--- src/core/cnmt_pkg.sv ---
package cnmt_pkg;
   // ------------------------------------------------------------
   // identifier layout
   // ------------------------------------------------------------
   localparam int ID_W = 11;
   localparam int FC_W = 4;
   localparam int NODE_W = 7;
   localparam int FC_LSB = 7;
   localparam logic [10:0] ID_NMT = 11'h000;
   localparam logic [10:0] ID_SYNC = 11'h080;
   // ------------------------------------------------------------
   // function codes
   // ------------------------------------------------------------
   localparam logic [3:0] FC_EMCY = 4'h1;
   localparam logic [3:0] FC_TPDO1 = 4'h3;
   localparam logic [3:0] FC_RPDO1 = 4'h4;
   localparam logic [3:0] FC_TPDO2 = 4'h5;
   localparam logic [3:0] FC_RPDO2 = 4'h6;
   localparam logic [3:0] FC_TPDO3 = 4'h7;
   localparam logic [3:0] FC_RPDO3 = 4'h8;
   localparam logic [3:0] FC_TPDO4 = 4'h9;
   localparam logic [3:0] FC_RPDO4 = 4'ha;
   localparam logic [3:0] FC_SDO_TX = 4'hb;
   localparam logic [3:0] FC_SDO_RX = 4'hc;
   localparam logic [3:0] FC_ERRCTL = 4'he;
   // ------------------------------------------------------------
   // network management commands and frame sizes
   // ------------------------------------------------------------
   localparam logic [7:0] CMD_START = 8'h01;
   localparam logic [7:0] CMD_STOP = 8'h02;
   localparam logic [7:0] CMD_PREOP = 8'h80;
   localparam logic [7:0] CMD_RST_NODE = 8'h81;
   localparam logic [7:0] CMD_RST_COMM = 8'h82;
   localparam logic [6:0] NODE_BCAST = 7'h00;
   localparam logic [3:0] DLC_NMT = 4'h2;
   localparam logic [3:0] DLC_MAX = 4'h8;
   localparam logic [3:0] DLC_ERRCTL = 4'h1;
   localparam logic [7:0] BOOT_BYTE = 8'h00;
   // ------------------------------------------------------------
   // reported state codes
   // ------------------------------------------------------------
   localparam logic [6:0] CODE_INIT = 7'h00;
   localparam logic [6:0] CODE_STOP = 7'h04;
   localparam logic [6:0] CODE_OPER = 7'h05;
   localparam logic [6:0] CODE_PREOP = 7'h7f;
   // ------------------------------------------------------------
   // received frame kinds and application transmit selectors
   // ------------------------------------------------------------
   localparam logic [2:0] KIND_NONE = 3'h0;
   localparam logic [2:0] KIND_NMT = 3'h1;
   localparam logic [2:0] KIND_SYNC = 3'h2;
   localparam logic [2:0] KIND_RPDO = 3'h3;
   localparam logic [2:0] KIND_SDO = 3'h4;
   localparam logic [2:0] KIND_GUARD = 3'h5;
   localparam logic [2:0] SEL_EMCY = 3'h0;
   localparam logic [2:0] SEL_TPDO1 = 3'h1;
   localparam logic [2:0] SEL_TPDO2 = 3'h2;
   localparam logic [2:0] SEL_TPDO3 = 3'h3;
   localparam logic [2:0] SEL_TPDO4 = 3'h4;
   localparam logic [2:0] SEL_SDO = 3'h5;

   // gray order along init, pre-operational, operational, stopped
   typedef enum logic [1:0] {
      ST_INIT = 2'b00,
      ST_PREOP = 2'b01,
      ST_OPER = 2'b11,
      ST_STOP = 2'b10
   } cnmt_state_e;

   function automatic logic [10:0] cnmt_cob_id(input logic [3:0] fc, input logic [6:0] node);
      cnmt_cob_id = {fc, node};
   endfunction : cnmt_cob_id
endpackage : cnmt_pkg

--- src/core/cnmt_core.sv ---
`timescale 1ns/100ps
// Notes on behaviour
// - standard frames, 11-bit id, 0-8 bytes
// - id is function code over node address
// - accept NMT, SYNC, own RPDO, own SDO
// - send EMCY, TPDO, SDO reply, error control
// - data frames except remote guard request
// - power-up enters initialization by itself
// - initialization done moves to pre-operational
// - start command enters operational
// - pre-operational command enters pre-operational
// - stop command enters stopped
// - reset node restarts in initialization
// - reset communication restarts in initialization
// - services gated by current state
// - command byte codes 01,02,80,81,82
// - execute broadcast or own-address commands
// - seven-bit state codes 00,04,05,7f
// - one zero byte boot-up on leaving init
module cnmt_core import cnmt_pkg::*; (
   input wire logic ref_clk_i,
   input wire logic reset_n_i,
   input wire logic clk_en_i,
   input wire logic [6:0] node_addr_i,
   input wire logic init_done_i,
   input wire logic rx_valid_i,
   input wire logic [10:0] rx_id_i,
   input wire logic rx_rtr_i,
   input wire logic [3:0] rx_dlc_i,
   input wire logic [7:0] rx_byte0_i,
   input wire logic [7:0] rx_byte1_i,
   output logic rx_hit_o,
   output logic [2:0] rx_kind_o,
   input wire logic app_tx_valid_i,
   input wire logic [2:0] app_tx_sel_i,
   input wire logic [3:0] app_tx_dlc_i,
   input wire logic [63:0] app_tx_data_i,
   output logic app_tx_ready_o,
   output logic tx_valid_o,
   output logic [10:0] tx_id_o,
   output logic tx_rtr_o,
   output logic [3:0] tx_dlc_o,
   output logic [63:0] tx_data_o,
   input wire logic tx_ready_i,
   output logic [6:0] state_code_o,
   output logic pdo_en_o,
   output logic sdo_en_o,
   output logic sync_en_o,
   output logic emcy_en_o,
   output logic nmt_en_o,
   output logic errctl_en_o,
   output logic node_reset_o,
   output logic comm_reset_o
);
   // ------------------------------------------------------------
   // state and decode
   // ------------------------------------------------------------
   cnmt_state_e state, next_state;
   logic [6:0] node_id, rx_node;
   logic [3:0] rx_fc, app_fc;
   logic boot_pend, guard_pend, toggle, node_ok, own_frame, frame_ok, nmt_cmd, guard_req;
   logic sync_hit, rpdo_hit, sdo_hit, slot_free, load_boot, load_guard, load_app, app_allowed;
   assign node_ok = (node_id != NODE_BCAST);
   assign rx_fc = rx_id_i[10:FC_LSB];
   assign rx_node = rx_id_i[6:0];
   assign own_frame = node_ok && (rx_node == node_id);
   assign frame_ok = rx_valid_i && (rx_dlc_i <= DLC_MAX);
   assign nmt_cmd = frame_ok && !rx_rtr_i && (rx_id_i == ID_NMT) && (rx_dlc_i >= DLC_NMT)
                    && state != ST_INIT && ((rx_byte1_i[6:0] == NODE_BCAST && !rx_byte1_i[7])
                    || (node_ok && rx_byte1_i == {1'b0, node_id}));
   // guard request is the remote frame
   assign guard_req = frame_ok && rx_rtr_i && (rx_fc == FC_ERRCTL) && own_frame && errctl_en_o;
   assign sync_hit = frame_ok && !rx_rtr_i && (rx_id_i == ID_SYNC) && sync_en_o;
   assign rpdo_hit = frame_ok && !rx_rtr_i && own_frame && pdo_en_o
                     && (rx_fc == FC_RPDO1 || rx_fc == FC_RPDO2 || rx_fc == FC_RPDO3 || rx_fc == FC_RPDO4);
   assign sdo_hit = frame_ok && !rx_rtr_i && own_frame && sdo_en_o && (rx_fc == FC_SDO_RX);

   // ------------------------------------------------------------
   // network management state machine
   // ------------------------------------------------------------
   always_comb begin
      next_state = state;
      case (state)
         ST_INIT: next_state = init_done_i ? ST_PREOP : ST_INIT;
         ST_PREOP, ST_OPER, ST_STOP: begin
            if (nmt_cmd) begin
               case (rx_byte0_i)
                  CMD_START: next_state = ST_OPER;
                  CMD_STOP: next_state = ST_STOP;
                  CMD_PREOP: next_state = ST_PREOP;
                  CMD_RST_NODE, CMD_RST_COMM: next_state = ST_INIT;
                  default: next_state = state;
               endcase
            end
         end
         default: next_state = ST_INIT;
      endcase
   end
   always_ff @(posedge ref_clk_i or negedge reset_n_i) begin
      if (!reset_n_i) begin
         state <= ST_INIT;
      end else if (clk_en_i) begin
         state <= next_state;
      end
   end
   // address is static, reloaded each time init is passed
   always_ff @(posedge ref_clk_i or negedge reset_n_i) begin
      if (!reset_n_i) begin
         node_id <= NODE_BCAST;
      end else if (clk_en_i && state == ST_INIT) begin
         node_id <= node_addr_i;
      end
   end

   always_ff @(posedge ref_clk_i or negedge reset_n_i) begin
      if (!reset_n_i) begin
         node_reset_o <= 1'b0;
         comm_reset_o <= 1'b0;
      end else if (clk_en_i) begin
         node_reset_o <= nmt_cmd && rx_byte0_i == CMD_RST_NODE;
         comm_reset_o <= nmt_cmd && rx_byte0_i == CMD_RST_COMM;
      end
   end

   // ------------------------------------------------------------
   // service gating and state report
   // ------------------------------------------------------------
   // state code mapping
   always_comb begin
      case (state)
         ST_PREOP: state_code_o = CODE_PREOP;
         ST_OPER: state_code_o = CODE_OPER;
         ST_STOP: state_code_o = CODE_STOP;
         default: state_code_o = CODE_INIT;
      endcase
   end

   assign pdo_en_o = (state == ST_OPER);
   assign sdo_en_o = (state == ST_PREOP) || (state == ST_OPER);
   assign sync_en_o = sdo_en_o;
   assign emcy_en_o = sdo_en_o;
   assign nmt_en_o = sdo_en_o;
   assign errctl_en_o = (state != ST_INIT);

   always_ff @(posedge ref_clk_i or negedge reset_n_i) begin
      if (!reset_n_i) begin
         rx_hit_o <= 1'b0;
         rx_kind_o <= KIND_NONE;
      end else if (clk_en_i) begin
         rx_hit_o <= nmt_cmd || guard_req || sync_hit || rpdo_hit || sdo_hit;
         rx_kind_o <= nmt_cmd ? KIND_NMT : guard_req ? KIND_GUARD : sync_hit ? KIND_SYNC :
                      rpdo_hit ? KIND_RPDO : sdo_hit ? KIND_SDO : KIND_NONE;
      end
   end

   // ------------------------------------------------------------
   // transmit slot: boot-up, then guard reply, then application
   // ------------------------------------------------------------
   always_comb begin
      case (app_tx_sel_i)
         SEL_TPDO1: app_fc = FC_TPDO1;
         SEL_TPDO2: app_fc = FC_TPDO2;
         SEL_TPDO3: app_fc = FC_TPDO3;
         SEL_TPDO4: app_fc = FC_TPDO4;
         SEL_SDO: app_fc = FC_SDO_TX;
         default: app_fc = FC_EMCY;
      endcase
   end

   // transmit gating, refused frames are taken and dropped
   assign app_allowed = node_ok && (app_tx_sel_i == SEL_EMCY ? emcy_en_o :
                        app_tx_sel_i == SEL_SDO ? sdo_en_o :
                        app_tx_sel_i <= SEL_TPDO4 ? pdo_en_o : 1'b0);
   assign slot_free = !tx_valid_o || tx_ready_i;
   assign load_boot = slot_free && boot_pend && errctl_en_o;
   assign load_guard = slot_free && !boot_pend && guard_pend && errctl_en_o;
   assign app_tx_ready_o = slot_free && !boot_pend && !guard_pend && clk_en_i;
   assign load_app = app_tx_ready_o && app_tx_valid_i && app_allowed;
   always_ff @(posedge ref_clk_i or negedge reset_n_i) begin
      if (!reset_n_i) begin
         boot_pend <= 1'b0;
      end else if (clk_en_i) begin
         if (state == ST_INIT && next_state == ST_PREOP) begin
            boot_pend <= 1'b1;
         end else if (load_boot || state == ST_INIT) begin
            boot_pend <= 1'b0;
         end
      end
   end
   // a new guard request in the cycle its reply loads stays pending
   always_ff @(posedge ref_clk_i or negedge reset_n_i) begin
      if (!reset_n_i) begin
         guard_pend <= 1'b0;
      end else if (clk_en_i) begin
         if (guard_req) begin
            guard_pend <= 1'b1;
         end else if (load_guard || state == ST_INIT) begin
            guard_pend <= 1'b0;
         end
      end
   end

   always_ff @(posedge ref_clk_i or negedge reset_n_i) begin
      if (!reset_n_i) begin
         toggle <= 1'b0;
      end else if (clk_en_i) begin
         if (state == ST_INIT) begin
            toggle <= 1'b0;
         end else if (load_guard) begin
            toggle <= !toggle;
         end
      end
   end

   always_ff @(posedge ref_clk_i or negedge reset_n_i) begin
      if (!reset_n_i) begin
         tx_valid_o <= 1'b0;
         tx_id_o <= ID_NMT;
         tx_rtr_o <= 1'b0;
         tx_dlc_o <= 4'h0;
         tx_data_o <= 64'h0;
      end else if (clk_en_i && slot_free) begin
         tx_valid_o <= load_boot || load_guard || load_app;
         tx_rtr_o <= 1'b0;
         if (load_boot || load_guard) begin
            tx_id_o <= cnmt_cob_id(FC_ERRCTL, node_id);
            tx_dlc_o <= DLC_ERRCTL;
            tx_data_o <= {56'h0, load_boot ? BOOT_BYTE : {toggle, state_code_o}};
         end else if (load_app) begin
            tx_id_o <= cnmt_cob_id(app_fc, node_id);
            tx_dlc_o <= (app_tx_dlc_i > DLC_MAX) ? DLC_MAX : app_tx_dlc_i;
            tx_data_o <= app_tx_data_i;
         end
      end
   end

   // ------------------------------------------------------------
   // checks
   // ------------------------------------------------------------
   chk_start_oper: assert property (@(posedge ref_clk_i) disable iff (!reset_n_i)
      clk_en_i && nmt_cmd && rx_byte0_i == CMD_START |=> state == ST_OPER)
      else $error("start command did not reach operational");
   chk_stop_state: assert property (@(posedge ref_clk_i) disable iff (!reset_n_i)
      clk_en_i && nmt_cmd && rx_byte0_i == CMD_STOP |=> state_code_o == CODE_STOP)
      else $error("stop command did not reach stopped");
   chk_preop_cmd: assert property (@(posedge ref_clk_i) disable iff (!reset_n_i)
      clk_en_i && nmt_cmd && rx_byte0_i == CMD_PREOP |=> state_code_o == CODE_PREOP)
      else $error("pre-operational command ignored");
   chk_reset_init: assert property (@(posedge ref_clk_i) disable iff (!reset_n_i)
      clk_en_i && nmt_cmd && rx_byte0_i == CMD_RST_NODE |=> node_reset_o && state == ST_INIT)
      else $error("node reset did not restart init");
   chk_comm_reset: assert property (@(posedge ref_clk_i) disable iff (!reset_n_i)
      clk_en_i && nmt_cmd && rx_byte0_i == CMD_RST_COMM |=> comm_reset_o && !node_reset_o && state == ST_INIT)
      else $error("communication reset wrong");
   chk_init_leave: assert property (@(posedge ref_clk_i) disable iff (!reset_n_i)
      clk_en_i && state == ST_INIT && init_done_i |=> state == ST_PREOP && boot_pend)
      else $error("init did not move to pre-operational");
   chk_boot_frame: assert property (@(posedge ref_clk_i) disable iff (!reset_n_i)
      clk_en_i && load_boot |=> tx_valid_o && tx_id_o == {FC_ERRCTL, node_id} && tx_dlc_o == DLC_ERRCTL
      && tx_data_o[7:0] == BOOT_BYTE)
      else $error("boot-up frame malformed");
   chk_pdo_gate: assert property (@(posedge ref_clk_i) disable iff (!reset_n_i)
      rx_hit_o && rx_kind_o == KIND_RPDO |-> $past(state) == ST_OPER)
      else $error("receive PDO served outside operational");
   chk_guard_code: assert property (@(posedge ref_clk_i) disable iff (!reset_n_i)
      clk_en_i && load_guard |=> tx_data_o[6:0] == $past(state_code_o) && tx_data_o[7] != toggle)
      else $error("guard reply state or toggle wrong");
   chk_foreign_drop: assert property (@(posedge ref_clk_i) disable iff (!reset_n_i)
      clk_en_i && rx_valid_i && rx_id_i != ID_NMT && rx_id_i != ID_SYNC && rx_node != node_id |=> !rx_hit_o)
      else $error("foreign node frame accepted");
endmodule : cnmt_core

--- config.mk ---
export PLATFORM = sky130hd
export DESIGN_NAME = cnmt_core
export DESIGN_NICKNAME = d
export VERILOG_FILES = /design/src/core/cnmt_pkg.sv /design/src/core/cnmt_core.sv
export SDC_FILE = /design/constraint.sdc
export NUM_CORES = 1
export LEC_CHECK = 0
export BUFFER_PORTS_ARGS = -buffer_cell sky130_fd_sc_hd__buf_2
export CORE_UTILIZATION = 40
export CTS_CLUSTER_DIAMETER = 120
export DETAILED_ROUTE_END_ITERATION = 10
export HOLD_SLACK_MARGIN = 0.15
export PLACE_DENSITY = 0.74
export SLEW_MARGIN = 40
export SYNTH_ARGS = -nofsm -noshare
export SYNTH_HDL_FRONTEND = slang
export SYNTH_SLANG_ARGS = --single-unit
--- constraint.sdc ---
create_clock -name ref_clk_i -period 6 [get_ports ref_clk_i]
set_clock_uncertainty 0.1 [all_clocks]
set_input_delay 0.6 -clock ref_clk_i [delete_from_list [all_inputs] [get_ports ref_clk_i]]
set_output_delay 0.6 -clock ref_clk_i [all_outputs]
set_load 0.02 [all_outputs]
==> out/qor.yml, run 1 <==
final_cells: 688
drt-total-wl_um: 11180
grtUsageTotal_pct: 20.77
fmax_mhz: 311.1
clockPowerShare_pct: 18.5
ant_nets: 0
path_class: "reg -> reg"
setup_viol: 0
syn_nets: 462
dp.final_hpwl_um: 8037
overflow: 0
ir_drop_uv: 238.5
setup.worst_path.start: "node_id[3]$_DFFE_PN0P_"
min_to: "tx_dlc_o[2]$_DFFE_PN0P_"
multi_input_area_sq_mm: 0.001569
syn_to_final_growth_pct: 31.54
synth.cell_area_sq_mm: 0.004205
drc: 0
cts.sinks: 98
coreArea_sq_mm: 0.01028
drt_first_pass_iters: 4
status: "finished clean"
drv_slew: 0
syn_area_per_cell_sq_um: 12.19
worst-path-max-fanout: 72
routedWlPerCell_um: 16.25
slew_headroom_pct: 47.66
p_per_area_mw_per_mm2: 382.8
r2r_end: "tx_id_o[8]$_DFFE_PN0P_"
drv_cap: 0
vias: 3650
yosysSeqAreaShare_pct: 58.32
antenna_cells: 0
tritoncts: "done"
cts_resized: 0
clock_path_buffers: 2
place_congestion: 0.8415
p_comb_share_pct: 35.1
synth_cells: 345
power_frac_seq_pct: 46.5
min_period_ns: 3.215
grt_max_degree: 73
swShare_pct: 37.25
cts_made_buffers: 9
seq_area_sq_mm: 0.002452
mostFrequentLayoutCells: "buf_2 (215), dfrtp_1 (98), a22o_1 (61)"
root_buffer: "clkbuf_8"
holdPathStages: 2
ys_seq_elements: 98
die_y_um: 104.5
dp.cells: 670
layout_commonest_cell: "buf_2"
tns_ns: 0
yosys.cell_types.count: 39
vias_per_cell: 5.305
r2r_slack_ns: 2.79
grt_pass1_wl_um: 18080
internal_power_mw: 1.329
crit_arrival_ns: 3.32
io_pins: 218
antenna_found_initial: 0
first_iter_violations: 186
p_leak_nw: 2.832
dieArea_sq_mm: 0.01093
fin_crit_sh_pct: 53.58
rsz0062_at_grt: "false"
p_sw_uw: 788.7
worst_pin_slew_ns: 0.7851
hold_violations: 0
ctsHtreeMaxLevel: 3
clock_latency_ns: 0.35
hold_path.class: "in -> reg"
io_buffers: 216
drive_gt1_share_pct: 45.47
cp-start-kind: "flop"
worst_setup_path_end_kind: "flop"
grt_pass1_vias: 3577
min_from: "app_tx_dlc_i[2]"
clkTransAtPathRegs_ns: 0.10
nNetsFinal: 664
die_w_um: 104.5
initial_core_util_pct: 40.92
num_rows: 37
yosys_warnings: 0
r2r_cells: 7
crit_required_ns: 6.10
fill_cells: 945
crit-reg2reg-launch: "node_id[3]$_DFFE_PN0P_"
[per-layer routing]
metal	GRT usage [%]	vias up	routed length (um)	part of all wire, %
li1	-	1680	-	-
met4	8.163	0	276	2.5
met5	0	-	0	0
met2	33.07	146	5464	49
met1	27.10	1801	4763	43
met3	5.365	23	673	6.0
[through the flow]
step | setup WS (ns) | power [mW] | cell area (sq um) | hold slack [ns] | utilization (%)
4_1_cts | 2.284 | 2.134 | 5512 | 0.3282 | 53.63
5_1_grt | 2.493 | 2.233 | 5532 | 0.3296 | 53.82
2_1_floorplan | 3.369 | 1.421 | 4205 | 0.2044 | -
3_3_place_gp | 2.408 | 1.720 | 5323 | 0.3674 | 51.79
6_report | 2.785 | 2.118 | 5532 | 0.3489 | 53.82
3_5_place_dp | 2.288 | 1.733 | 5323 | 0.3662 | 51.79
[Yosys cell counts (all sizes together)]
cell type,n,share of area (%)
a221o,7,1.7
nor3,9,1.1
inv,8,0.71
and2,2,0.30
nand2,17,1.5
a41oi,4,0.83
o2bb2ai,1,0.21
a31oi,3,0.45
a21o,2,0.36
nand3b,1,0.18
nand2b,7,1.0
nor4,8,1.3
conb,1,0.089
nor3b,1,0.18
nand3,2,0.24
xnor2,12,2.5
and4b,1,0.24
nand4,7,1.0
a22o,61,13
a22oi,4,0.71
o31ai,4,0.71
dfrtp,98,58
or4b,1,0.24
or4,3,0.54
mux2,15,4.0
a31o,1,0.21
nor2b,3,0.45
a21oi,5,0.59
o21ba,1,0.24
clkbuf,12,1.1
o21ai,7,1.1
a211o,1,0.21
buf,18,2.7
xor2,5,1.0
nor2,13,1.2
[power by group through the flow]
stage / logic (mW) / clock network [mW] / registers (mW)
floorplan: 0.209 / 0 / 1.21
global route: 0.793 / 0.432 / 1.01
global placement: 0.731 / 0 / 0.990
finish: 0.742 / 0.391 / 0.984
detailed placement: 0.747 / 0 / 0.987
CTS: 0.746 / 0.404 / 0.984
[cell type report]
cell class	instances	share of cell area (%)
Sequential cell	98	44.33
Multi-Input combinational cell	209	28.36
Timing Repair Buffer	221	20.45
Tap cell	136	3.076
Clock buffer	10	2.488
Clock inverter	6	0.7464
Inverter	8	0.5429
[worst max-delay path: stages, from the launching register on]
cell     delay (ns)
dfrtp_1        0.43
or4_1          0.55
nor4_2         0.30
and4b_2        0.27
buf_4          0.32
o21ai_4        0.38
buf_4          0.52
a22oi_1        0.18
[sequential cells by signal (all words and copies together), names as in the netlist]
signal,flops
toggle,1
node_id,7
rx_kind_o,3
tx_id_o,11
rx_hit_o,1
comm_reset_o,1
tx_dlc_o,4
tx_data_o,64
boot_pend,1
tx_valid_o,1
node_reset_o,1
state,2
guard_pend,1
[logic make-up (layout without fill, tap and decap cells)]
family                    after synthesis  count (layout)  share of synthesized area, %
AOI/OAI and AO/OA                     101             101                         19.99
DFF                                    98              98                         58.32
and+or+nand+nor                        75              75                         9.521
buffers and inverters                  38             245                         4.522
xor gates and xnor gates               17              17                         3.541
muxes                                  15              15                         4.017
other                                   1               1                       0.08917
[worst max-delay path by stage]
stage	end	slack [ns]
final	tx_id_o[8]$_DFFE_PN0P_	2.79
after global routing	tx_dlc_o[0]$_DFFE_PN0P_	2.49
after CTS	tx_id_o[9]$_DFFE_PN0P_	2.28
after detailed placement	tx_id_o[8]$_DFFE_PN0P_	2.29
after global placement	tx_id_o[8]$_DFFE_PN0P_	2.41
after floorplan	tx_id_o[0]$_DFFE_PN0P_	3.37
[repair_timing]
action                    CTS  global route
buffers inserted            0             0
hold buffers                1             0
hold endpoints to repair   43             0
Note: power is estimated with default switching activity, not from simulation.
==> run 2, diff against run 1 <==
--- a/config.mk
+++ b/config.mk
@@ -5,12 +5,13 @@
 export SDC_FILE = /design/constraint.sdc
 export NUM_CORES = 1
 export LEC_CHECK = 0
+export ABC_AREA = 1
 export BUFFER_PORTS_ARGS = -buffer_cell sky130_fd_sc_hd__buf_2
 export CORE_UTILIZATION = 40
 export CTS_CLUSTER_DIAMETER = 120
 export DETAILED_ROUTE_END_ITERATION = 10
 export HOLD_SLACK_MARGIN = 0.15
-export PLACE_DENSITY = 0.74
+export PLACE_DENSITY = 0.72
 export SLEW_MARGIN = 40
 export SYNTH_ARGS = -nofsm -noshare
 export SYNTH_HDL_FRONTEND = slang
==> constraint.sdc (replaced) <==
create_clock -name ref_clk_i -period 3.4 [get_ports ref_clk_i]
set_clock_uncertainty 0.1 [all_clocks]
set_input_delay 0.34 -clock ref_clk_i [delete_from_list [all_inputs] [get_ports ref_clk_i]]
set_output_delay 0.34 -clock ref_clk_i [all_outputs]
set_load 0.02 [all_outputs]
==> out/qor.yml, run 2 <==
status: "complete, but fails checks"
failed_checks: "design-rule violations"
drv_cap: 0  # unchanged
crit_required_ns: 3.58  # -2.52 ns
cts_made_buffers: 9  # unchanged
postSynth.topFlopCell: "dfrtp_1"
min_period_ns: 2.415  # -0.7998 ns
place_congestion: 0.8954  # +6.4%
synth.cell_area_sq_mm: 0.004767  # +13%
regMostFlops: "tx_data_o"
path_class: "reg -> reg"
coreArea_sq_mm: 0.01152  # +12%
yosysSeqAreaShare_pct: 51.44  # -6.9 points
grtUsageTotal_pct: 23.28  # +2.5 points
p_per_area_mw_per_mm2: 786.4  # +110%
r2r_cells: 8  # +1
synth_cells: 608  # +76%
dp.final_hpwl_um: 9751  # +21%
die_y_um: 111.2  # +6.3%
cts.sinks: 98  # unchanged
synth_common_cells: "nand2_1 (203), dfrtp_1 (98), nand3_1 (80), nor2_1 (54), inv_1 (40)"
syn_to_final_growth_pct: 42.39
synth_top_family_by_area: "simple AND/OR/NAND/NOR gates"
whs_ns: 0.1620  # -0.1869 ns
ys_seq_elements: 98  # unchanged
synthTopCellsByArea: "dfrtp_1 (51%), nand2_1 (16%), nand3_1 (8.4%), nor2_1 (4.3%), inv_1 (3.1%)"
setup.worst_path.start: "state[0]$_DFFE_PN0P_"
largestRegisters: "tx_data_o x64, tx_id_o x11, node_id x7"
synthArstFlopShare_pct: 100.0  # unchanged
fill_cells: 1062  # +12%
ir_drop_uv: 451.7  # +89%
nNetsFinal: 982  # +48%
drc: 22  # +22
post_cts_buffers: 0  # unchanged
fin_crit_sh_pct: 71.02  # +17 points
setup_viol: 0  # unchanged
worst-path-max-fanout: 65  # -9.7%
first_iter_violations: 481  # +160%
cts_hold_buffers: 61  # +60
synth_top_area_share_pct: 51.44  # -6.9 points
drt_first_pass_iters: 9  # +5
hold_path.class: "in -> reg"
yosys.area_share.adder_pct: 0  # unchanged
synth_edf_count: 0  # unchanged
synthSimpleGateAreaFrac_pct: 32.97  # +23 points
routedWlPerCell_um: 13.92  # -14%
synthXorXnorAreaFrac_pct: 1.837  # -1.7 points
drive_gt1_share_pct: 28.97  # -17 points
num_rows: 39  # +5.4%
tns_ns: 0  # unchanged
antenna_found_initial: 0  # unchanged
worstSetupEndpoint: "tx_dlc_o[2]$_DFFE_PN0P_"
worst_setup_path_end_kind: "flop"
synth_compound_area_share_pct: 5.722  # -14 points
clock_latency_ns: 0.35  # about the same
worst_pin_slew_ns: 0.6830  # -0.1021 ns
muxShareOfSynthArea_pct: 0  # -4.0 points
multi_input_area_sq_mm: 0.001947  # +24%
yosys_warnings: 0  # unchanged
syn_nets: 725  # +57%
io_buffers: 216  # unchanged
ctsHtreeMaxLevel: 3  # unchanged
layout_commonest_cell: "buf_2"
slowest_delay_ns: 0.54  # about the same
cp-start-kind: "flop"
cp.buffers_inverters: 2  # unchanged
final_cells: 1013  # +47%
r2r_end: "tx_dlc_o[2]$_DFFE_PN0P_"
drt-total-wl_um: 14100  # +26%
synth.most_common_cell: "nand2_1"
slew_headroom_pct: 54.09  # +6.4 points
clkTransAtPathRegs_ns: 0.07  # -0.03 ns
vias: 4929  # +35%
antenna_cells: 0  # unchanged
seq_area_sq_mm: 0.002452  # unchanged
largest_reg_flops: 64  # unchanged
crit_arrival_ns: 2.59  # -0.73 ns
path_cells: "nor2_2 -> inv_2 -> o211ai_2 -> nand2_2 -> nand2_4 -> buf_4 -> nand2_1 -> o21ai_1"
yosys.cell_types.count: 33  # -15%
grt_pass1_vias: 4723  # +32%
fmax_mhz: 414.1  # +33%
r2r_slack_ns: 0.99  # -1.80 ns
syn_area_per_cell_sq_um: 7.841  # -36%
yosysTopAreaCell: "dfrtp_1"
clock_path_buffers: 2  # unchanged
cts_resized: 0  # unchanged
drv_slew: 0  # unchanged
critPathSlowestCell: "dfrtp_1"
p_leak_nw: 3.863  # +36%
dp.cells: 936  # +40%
initial_core_util_pct: 41.40  # +0.48 points
hold_violations: 0  # unchanged
ant_nets: 0  # unchanged
dieArea_sq_mm: 0.01236  # +13%
rsz0062_at_grt: "false"
grt_pass1_wl_um: 22930  # +27%
cp.depth: 8  # +1
grt_max_degree: 66  # -9.6%
die_w_um: 111.2  # +6.3%
overflow: 0  # unchanged
crit-reg2reg-launch: "state[0]$_DFFE_PN0P_"
tritoncts: "done"
crit_family: "simple AND/OR/NAND/NOR gates"
root_buffer: "clkbuf_16"
io_pins: 218  # unchanged
vias_per_cell: 4.866  # -8.3%
mostFrequentLayoutCells: "buf_2 (215), nand2_1 (203), dfrtp_1 (98)"
-- run 2: worst reg2reg max path: cells and delay by family (launching register included) --
kind | cells | cell delay, ns
AND/OR/NAND/NOR | 4 | 1.00
AO/OA/AOI/OAI | 2 | 0.27
buffers and inverters | 2 | 0.44
flip-flops | 1 | 0.54
-- run 2: routing by layer --
metal  vias up  routed length [um]  GRT usage [%]
li1       2447                   -              -
met1      2287                5883          28.63
met2       163                7042          39.79
met3        32                 756          4.866
met4         0                 415          9.279
met5         -                   0              0
-- run 2: report_power, final --
part	leakage (nW)	total [mW]	internal (mW)	switching, mW
Combinational	2.46	2.31	0.771	1.54
Clock	0.142	1.04	0.595	0.445
Sequential	1.26	1.99	1.67	0.316
Total	3.86	5.34	3.04	2.30
-- run 2: kinds of logic after synthesis --
kind of cell              Yosys count
DFF                                98
other                               1
buffers and inverters              81
xor gates and xnor gates           10
and+or+nand+nor                   367
AOI/OAI and AO/OA                  51
-- run 2: metrics by stage --
stage                     util, %  instance area [sq um]  setup WS, ns  power (mW)
after floorplan                 -                   4767         1.678       3.454
after global placement      50.93                   5866         1.009       4.211
after detailed placement    50.99                   5872        0.9455       4.250
after CTS                   58.94                   6788        0.9926       5.357
after global routing        58.94                   6788        0.7597       5.673
final                       58.94                   6788        0.9852       5.338
-- run 2: how the worst min path moves through the flow --
stage	start	to	slack (ns)	depth (start not counted)
after floorplan	reset_n_i	boot_pend$_DFFE_PN0P_	-0.06	0
after global placement	reset_n_i	tx_data_o[46]$_DFFE_PN0P_	0.33	1
after detailed placement	reset_n_i	tx_data_o[51]$_DFFE_PN0P_	0.32	1
after CTS	node_addr_i[6]	node_id[6]$_DFFE_PN0P_	0.16	3
after global routing	node_addr_i[1]	node_id[1]$_DFFE_PN0P_	0.17	3
final	node_addr_i[6]	node_id[6]$_DFFE_PN0P_	0.16	3
-- run 2: cell type report --
type / count / area share (%)
clock inverter: 5 / 0.9217
multi-input combinational: 429 / 28.68
clock buffer: 11 / 3.576
inverter: 44 / 2.433
tap: 143 / 2.636
sequential: 98 / 36.13
timing repair buffer: 283 / 25.62
